File: config.mk
export PLATFORM = sky130hd
export DESIGN_NAME = dual_ring_phase_sequencer
export DESIGN_NICKNAME = d
export VERILOG_FILES = /design/src/core/ring_seq_pkg.sv /design/src/core/dual_ring_phase_sequencer.sv /design/src/core/ring_pick.sv
export SDC_FILE = /design/constraint.sdc
export NUM_CORES = 1
export LEC_CHECK = 0
export ABC_AREA = 1
export BUFFER_PORTS_ARGS = -buffer_cell sky130_fd_sc_hd__buf_2
export CAP_MARGIN = 15
export CORE_ASPECT_RATIO = 0.8
export CORE_UTILIZATION = 47
export DETAILED_ROUTE_END_ITERATION = 10
export PLACE_DENSITY = 0.87
export SLEW_MARGIN = 40
export SYNTH_ARGS = -nofsm -noshare
export SYNTH_HDL_FRONTEND = slang
export SYNTH_SLANG_ARGS = --single-unit
File: constraint.sdc
create_clock -name clk -period 1.8 [get_ports clk]
set_input_delay 0 -clock clk [delete_from_list [all_inputs] [get_ports clk]]
set_output_delay 0 -clock clk [all_outputs]
set_load 0.005 [all_outputs]
File: src/core/ring_seq_pkg.sv
// constants and types shared by the dual ring phase sequencer
// Summary of operation
// RQ1: each ring serves its conflicting phases one at a time in fixed order
// RQ2: in dual ring both rings cross a barrier together, never one alone
// RQ3: two barriers keep conflicting phases of different rings from running together
// RQ4: with dual entry each ring always keeps exactly one phase in service
// RQ5: dual entry picks a preset default phase in a ring lacking calls at crossing
// RQ6: single entry lets one ring run alone when the other ring has no demand
// RQ7: the idle ring shows red on all its phases while the other runs alone
// RQ8: pedestrian service starting after its phase turned green flags a recycle
// RQ9: phases of the two rings are selected and timed concurrently and independently
// RQ10: with calls on every phase a ring walks its normal order
// RQ11: a four phase unit runs a single timing ring
// RQ12: an eight phase unit runs two rings of at most four phases
// RQ13: single entry is native; dual entry comes from an external request
// RQ14: uncalled phases are skipped, moving to the next called phase in order
package ring_seq_pkg;

  localparam int NUM_RINGS = 2;
  localparam int PH_PER_RING = 4;
  localparam int NUM_PHASES = NUM_RINGS * PH_PER_RING;

  // phases 0..1 of a ring sit left of the barrier, 2..3 right of it
  localparam logic [3:0] SIDE0_MASK = 4'h3;
  localparam logic [3:0] SIDE1_MASK = 4'hC;
  localparam logic [3:0] ALL_MASK = 4'hF;

  // dual entry default phase position per side (through movement)
  localparam logic [1:0] DFLT_POS_SIDE0 = 2'h1;
  localparam logic [1:0] DFLT_POS_SIDE1 = 2'h3;

  // reset values
  localparam logic [1:0] POS_RST = 2'h0;
  localparam logic SIDE_RST = 1'b1;

  typedef enum logic [1:0] {
    RING_IDLE = 2'b00,
    RING_SERVE = 2'b01,
    RING_HOLD = 2'b11
  } ring_state_t;

endpackage

File: src/core/dual_ring_phase_sequencer.sv
// phase selection and barrier sequencing for one or two timing rings
`timescale 1ns/1ps
`default_nettype none
module dual_ring_phase_sequencer (
  // clock and reset
  input wire logic clk,
  input wire logic arst_n,
  // configuration: quadUnit high selects the single ring four phase frame
  input wire logic quadUnit,
  input wire logic dualEntry,
  // demand and interval status per phase
  input wire logic [7:0] vehCall,
  input wire logic [7:0] pedCall,
  input wire logic [7:0] phaseDone,
  input wire logic [7:0] pedStart,
  // phase indications
  output logic [7:0] phaseOn,
  output logic [7:0] phaseRed,
  output logic [7:0] pedRecycle,
  // barrier status
  output logic barrierCross,
  output logic activeSide
);

  localparam int NR = ring_seq_pkg::NUM_RINGS;
  localparam int NP = ring_seq_pkg::PH_PER_RING;

  ring_seq_pkg::ring_state_t state_r [NR];
  ring_seq_pkg::ring_state_t state_nxt [NR];
  logic [1:0] pos_r [NR];
  logic [1:0] pos_nxt [NR];
  logic side_r;
  logic side_nxt;
  logic cross_r;
  logic cross_nxt;
  logic [7:0] on_r;
  logic [7:0] on_nxt;
  logic [7:0] recyc_r;
  logic [7:0] recyc_nxt;
  logic crossShow_r;
  logic crossShow_nxt;
  logic [7:0] onPrev_r;
  logic [7:0] onPrev_nxt;

  logic [7:0] demand;
  logic [NR-1:0] atBarrier;
  logic [NR-1:0] ringIdle;
  logic [NR-1:0] ringActive;
  logic [NR-1:0] kFound;
  logic [NR-1:0] cFound;
  logic [1:0] kPos [NR];
  logic [1:0] cPos [NR];
  logic crossNow;
  logic [3:0] newSideMask;
  logic [1:0] dfltPos;

  // second ring takes no demand in the four phase frame
  always_comb begin
    demand = vehCall | pedCall;
    if (quadUnit) begin // [RQ11]
      demand[7:4] = 4'h0;
    end
  end

  assign newSideMask = side_r ? ring_seq_pkg::SIDE0_MASK : ring_seq_pkg::SIDE1_MASK;
  assign dfltPos = side_r ? ring_seq_pkg::DFLT_POS_SIDE0 : ring_seq_pkg::DFLT_POS_SIDE1;

  // crossing waits until every active ring has left service on this side
  always_comb begin
    crossNow = 1'b0;
    if (!quadUnit && (&atBarrier)) begin // [RQ2] [RQ3] [RQ12]
      // dual entry also crosses to refill a ring with no phase in service
      crossNow = (|demand) || (dualEntry && (|ringIdle)); // [RQ4] [RQ13]
    end
  end

  for (genvar r = 0; r < NR; r++) begin : g_ring
    logic [3:0] ringDem;
    logic [3:0] contMask;
    logic [1:0] contStart;
    logic doneNow;

    assign ringDem = demand[r*NP +: NP];
    assign contStart = pos_r[r] + 2'h1;
    assign doneNow = phaseDone[r*NP + int'(pos_r[r])];
    assign atBarrier[r] = (state_r[r] != ring_seq_pkg::RING_SERVE);
    assign ringIdle[r] = (state_r[r] == ring_seq_pkg::RING_IDLE);
    assign ringActive[r] = (state_r[r] == ring_seq_pkg::RING_SERVE)
      || (dualEntry && state_r[r] == ring_seq_pkg::RING_HOLD);

    // four phase frame allows any phase; otherwise same side only: the later phase of the pair may follow the earlier one
    always_comb begin
      if (quadUnit) begin
        contMask = ring_seq_pkg::ALL_MASK; // [RQ11]
      end else if (!pos_r[r][0]) begin
        contMask = 4'h1 << contStart;
      end else begin
        contMask = 4'h0; // [RQ2]
      end
    end

    ring_pick u_cont (
      .calls(ringDem),
      .allowed(contMask),
      .startPos(contStart),
      .found(kFound[r]),
      .pickPos(kPos[r])
    );

    ring_pick u_cross (
      .calls(ringDem),
      .allowed(newSideMask),
      .startPos({~side_r, 1'b0}),
      .found(cFound[r]),
      .pickPos(cPos[r])
    );

    // each ring steps on its own; only the barrier couples them
    always_comb begin
      state_nxt[r] = state_r[r];
      pos_nxt[r] = pos_r[r];
      if (quadUnit && r != 0) begin
        state_nxt[r] = ring_seq_pkg::RING_IDLE;
      end else begin
        unique case (state_r[r])
          ring_seq_pkg::RING_SERVE: begin
            if (doneNow) begin
              if (kFound[r]) begin
                pos_nxt[r] = kPos[r]; // [RQ1] [RQ14] [RQ9]
              end else begin
                state_nxt[r] = ring_seq_pkg::RING_HOLD;
              end
            end
          end
          ring_seq_pkg::RING_IDLE, ring_seq_pkg::RING_HOLD: begin
            if (quadUnit) begin
              if (kFound[r]) begin
                state_nxt[r] = ring_seq_pkg::RING_SERVE;
                pos_nxt[r] = kPos[r]; // [RQ10]
              end
            end else if (crossNow) begin
              if (cFound[r]) begin
                state_nxt[r] = ring_seq_pkg::RING_SERVE;
                pos_nxt[r] = cPos[r]; // [RQ9]
              end else if (dualEntry) begin
                state_nxt[r] = ring_seq_pkg::RING_SERVE;
                pos_nxt[r] = dfltPos; // [RQ5] [RQ4]
              end else begin
                // ring without demand sits out this side in red
                state_nxt[r] = ring_seq_pkg::RING_IDLE; // [RQ6] [RQ7]
              end
            end
          end
          default: begin
            state_nxt[r] = ring_seq_pkg::RING_IDLE;
          end
        endcase
      end
    end

    always_ff @(posedge clk or negedge arst_n) begin
      if (!arst_n) begin
        state_r[r] <= ring_seq_pkg::RING_IDLE;
        pos_r[r] <= ring_seq_pkg::POS_RST;
      end else begin
        state_r[r] <= state_nxt[r];
        pos_r[r] <= pos_nxt[r];
      end
    end

    // one-hot indication from the ring's own position
    always_comb begin
      on_nxt[r*NP +: NP] = 4'h0;
      if (ringActive[r]) begin
        on_nxt[r*NP +: NP] = 4'h1 << pos_r[r]; // [RQ1] [RQ4]
      end
    end
  end

  // green must have stood a full cycle: a start on the first green cycle is normal service
  for (genvar p = 0; p < 8; p++) begin : g_ped
    assign recyc_nxt[p] = pedStart[p] && on_r[p] && onPrev_r[p]; // [RQ8]
  end

  always_comb begin
    side_nxt = side_r;
    cross_nxt = 1'b0;
    crossShow_nxt = cross_r;
    onPrev_nxt = on_r;
    if (crossNow) begin
      side_nxt = ~side_r; // [RQ2]
      cross_nxt = 1'b1;
    end
  end

  always_ff @(posedge clk or negedge arst_n) begin
    if (!arst_n) begin
      side_r <= ring_seq_pkg::SIDE_RST;
      cross_r <= 1'b0;
      crossShow_r <= 1'b0;
      on_r <= 8'h00;
      onPrev_r <= 8'h00;
      recyc_r <= 8'h00;
    end else begin
      side_r <= side_nxt;
      cross_r <= cross_nxt;
      crossShow_r <= crossShow_nxt;
      on_r <= on_nxt;
      onPrev_r <= onPrev_nxt;
      recyc_r <= recyc_nxt;
    end
  end

  // on_r lags ring state by one cycle, so the crossing pulse is delayed to meet it
  assign phaseOn = on_r;
  assign phaseRed = ~on_r; // [RQ7]
  assign pedRecycle = recyc_r;
  assign barrierCross = crossShow_r; // [RQ2]
  assign activeSide = side_r;

endmodule // dual_ring_phase_sequencer
`default_nettype wire

File: src/core/ring_pick.sv
// next called phase search within one ring
`timescale 1ns/1ps
`default_nettype none
module ring_pick (
  // search request
  input wire logic [3:0] calls,
  input wire logic [3:0] allowed,
  input wire logic [1:0] startPos,
  // result
  output logic found,
  output logic [1:0] pickPos
);

  logic [1:0] probe;

  // scan from startPos in ring order, wrapping, first allowed call wins
  always_comb begin
    found = 1'b0;
    pickPos = startPos;
    probe = startPos;
    for (int k = 0; k < 4; k++) begin
      probe = startPos + 2'(k);
      if (!found && calls[probe] && allowed[probe]) begin // [RQ14] [RQ10]
        found = 1'b1;
        pickPos = probe;
      end
    end
  end

endmodule // ring_pick
`default_nettype wire

==> results.py <==
metrics = {
    "setup_path": {
        "critPathMaxFanout": 4,
        "critPathTopFamily": "simple AND/OR/NAND/NOR gates",
        "start_kind": "flip-flop",
        "cpMostUsedCell": "nand2_1",
        "path_cells": "buf_4, ha_1, nor3_1, nand2_2, a21oi_2, nand2_1, nor2_1, nand2_1, nand2_1",
        "required_ns": 2.03,
        "crit_arrival_ns": 2.02,
        "end_kind": "flip-flop",
        "cp_slowest_cell": "dfrtp_1",
        "r2r_end": "pos_r[3]",
        "critical_path_class": "reg -> reg",
        "r2r_start": "state_r[0]",
        "crit_buf_inv": 1,
        "max_stage_delay_ns": 0.39,
        "regToRegSetupSlack_ns": 0.008,
        "reg2reg_depth": 9,
    },
    "power": {
        "powerDensity_mw_per_mm2": 1680,
        "comb_power_share_pct": 65.0,
        "p_seq_share_pct": 23.7,
        "intPower_w": 0.00268,
        "clkPwrFrac_pct": 11.3,
        "switching_share_pct": 45.4,
        "leakage_nw": 1.61,
        "p_sw_w": 0.00223,
        "vdd_drop_max_mv": 0.720,
    },
    "floorplanning": {
        "core_sq_mm": 0.00431,
        "die_height_um": 62.8,
        "row_count": 21,
        "start_util_pct": 50.4,
        "pin_count": 62,
        "die_w_um": 78.0,
        "die_area_sq_mm": 0.00490,
    },
    "synthesis": {
        "yosys.area_share.simple_pct": 32.4,
        "synth_compound_area_share_pct": 7.38,
        "synth_mux_area_share_pct": 0,
        "synth.distinct_cells": 27,
        "yosysWarnings": 0,
        "synth-seq-area-share_pct": 40.4,
        "ys_seq_elements": 35,
        "synth_top_family_by_area": "simple AND/OR/NAND/NOR gates",
        "synth_xor_area_share_pct": 1.56,
        "synthCells": 283,
        "synth_area_per_cell_sq_um": 7.67,
        "synthesis.area_sq_mm": 0.00217,
        "synthAdderAreaFrac_pct": 9.80,
        "synthesis.nets": 336,
    },
    "min_path": {
        "hp-class": "in -> reg",
        "min_delay_path_depth": 3,
        "whs_endpoint": "phaseOn[7]",
        "min_from": "dualEntry",
    },
    "grt": {
        "grt_pass1_vias": 1926,
        "antenna_found_initial": 0,
        "grt_max_degree": 36,
        "grt_overflow": 0,
        "grtUsageTotal_pct": 21.9,
        "grt_pass1_wl_um": 8360,
    },
    "final_layout": {
        "fin_area_sq_mm": 0.00292,
        "nets": 428,
        "finalNonFillerCells": 432,
        "drive_above_1_share_pct": 33.1,
        "fillers": 346,
        "antenna_cells": 0,
        "final_core_util_pct": 67.7,
        "syn_to_final_growth_pct": 34.4,
    },
    "detailed_routing": {
        "avgRoutedWirePerCell_um": 11.9,
        "vias": 2116,
        "drc": 0,
        "vias_per_cell": 4.90,
        "drtAntennaViolNets": 0,
        "wl_um": 5130,
        "drt_iter0_drc": 117,
        "firstDrtPassIters": 4,
    },
    "sta": {
        "period_share_pct": 99.6,
        "fmax_ghz": 0.558,
        "worst_slack_ns": 0.00754,
        "rsz0062_at_grt": "yes",
        "setup_viol": 0,
        "max_slew_margin_pct": 71.8,
        "clock_skew_ns": 0.00608,
        "drv_slew": 0,
        "fin_crit_ns": 1.79,
        "hold_violations": 0,
        "tightest_slew_ns": 0.423,
    },
    "cts": {
        "cts_made_buffers": 5,
        "ctsRootBufferMaster": "clkbuf_8",
        "clk_path_buf_depth": 2,
        "htreeDepth": 2,
        "path_clk_slew_ns": 0.07,
        "cts_tree": "done",
        "worstSkewPairLatency_ns": 0.29,
        "cts.sinks": 35,
    },
    "placed_design": {
        "gp_congestion": 0.907,
        "io_buffers": 61,
        "dp.final_hpwl_um": 3690,
        "place_area_sq_mm": 0.00265,
        "placed_cells": 412,
        "place_ws_ns": 0.00109,
    },
    "job": {
        "drv_cap": 0,
    },
    "status": {
        "outcome": "complete, no violations",
    },
}
-- stage by stage --
step / power [W] / hold WS (ns) / setup TNS [ns]
after floorplan: 0.00317 / -0.296 / -0.0214
after global placement: 0.00390 / 0.110 / 0
after detailed placement: 0.00402 / 0.112 / 0
after CTS: 0.00464 / 0.0644 / 0
after global routing: 0.00537 / 0.119 / -0.619
final: 0.00491 / 0.0653 / 0
-- cell type report --
class | count | area (sq um) | area share, %
clock inverter | 1 | 5.00 | 0.172
clock buffer | 6 | 82.6 | 2.83
timing repair buffer | 90 | 548 | 18.8
multi-input combinational | 206 | 1190 | 40.8
tap | 57 | 71.3 | 2.45
inverter | 37 | 141 | 4.85
sequential | 35 | 878 | 30.1
-- how the worst max path moves through the flow --
| stage | from | to | slack [ns] | cells after the start |
|---|---|---|---|---|
| 6_report | state_r[0] | pos_r[3] | 0.008 | 9 |
| 5_1_grt | state_r[0] | pos_r[2] | -0.16 | 9 |
| 4_1_cts | pos_r[3] | pos_r[2] | 0.001 | 12 |
| 3_5_place_dp | state_r[2] | pos_r[0] | 0.001 | 12 |
| 3_3_place_gp | pos_r[2] | state_r[3] | 0.06 | 12 |
| 2_1_floorplan | pos_r[2] | state_r[3] | -0.01 | 13 |
-- kinds of logic after synthesis --
group                    after synthesis
XOR/XNOR                               3
AND/OR/NAND/NOR                      156
adder cells (fa/ha/maj)               17
flip-flops                            35
buffers and inverters                 42
AO/OA/AOI/OAI                         30
-- power groups by stage --
stage | Sequential, W | Clock, W | Combinational [W]
6_report | 0.00116 | 0.000556 | 0.00319
5_1_grt | 0.00119 | 0.000599 | 0.00358
4_1_cts | 0.00115 | 0.000571 | 0.00291
3_5_place_dp | 0.00117 | 0 | 0.00285
3_3_place_gp | 0.00115 | 0 | 0.00275
2_1_floorplan | 0.00122 | 0 | 0.00195
-- state kept, by name, indices dropped and copies added (netlist names) --
| register | cells |
|---|---|
| activeSide | 1 |
| barrierCross | 1 |
| crossShow_nxt | 1 |
| onPrev_r | 8 |
| pedRecycle | 8 |
| phaseOn | 8 |
| pos_r | 4 |
| state_r | 4 |
-- layout by cell type, fill, tap and decap left out, types with 7 or more instances in the layout --
cell type      instances
inv_1                 29
nand3_1               19
inv_2                  7
and3_1                 8
o21ai_0               13
buf_2                 60
buf_4                 21
ha_1                  13
nand2_1               73
nor2_1                32
nand2_2                7
a21oi_1                8
dlygate4sd3_1          9
dfrtp_1               33
-- worst reg2reg max path, stage by stage, from the launching register on --
cell and delay, ns:
dfrtp_1 0.39, buf_4 0.16, ha_1 0.21, nor3_1 0.28, nand2_2 0.15, a21oi_2 0.19
nand2_1 0.13, nor2_1 0.11, nand2_1 0.06, nand2_1 0.06
-- routing by layer --
layer / vias up / share of wire [%] / global-route usage [%]
met5: - / 0 / 0
met4: 0 / 2.2 / 10.2
met3: 10 / 6.1 / 3.21
met2: 86 / 46 / 35.3
met1: 948 / 46 / 29.2
li1: 1072 / - / -
-- cells in the mapped netlist --
cell / count / area share [%]
a21o_1: 1 / 0.35
o21ai_1: 3 / 0.69
and3_1: 8 / 2.3
inv_2: 3 / 0.52
nand4_1: 3 / 0.86
buf_6: 3 / 1.6
buf_4: 1 / 0.35
ha_1: 17 / 9.8
o22ai_1: 1 / 0.29
dfstp_2: 1 / 1.2
inv_1: 34 / 5.9
a21oi_2: 1 / 0.40
nor2_2: 3 / 0.86
nand2_1: 74 / 13
nor2_1: 33 / 5.7
nand2_2: 6 / 1.7
nor3_1: 3 / 0.69
nor2_4: 1 / 0.52
clkbuf_1: 1 / 0.17
dfrtp_1: 34 / 39
a21oi_1: 9 / 2.1
o21ai_0: 14 / 3.2
nand3_1: 20 / 4.6
o21bai_1: 1 / 0.35
xnor2_2: 1 / 0.75
xor2_1: 2 / 0.81
nand3_2: 5 / 2.3
-- timing repair --
item | in CTS | in global routing
setup buffers | 0 | 4
hold buffers | 9 | 0
hold endpoints to repair | 42 | 0
resized for setup | 2 | 14
setup endpoints to repair | 4 | 8
pin swaps | 1 | 10
Note: power is estimated with default switching activity, not from simulation.
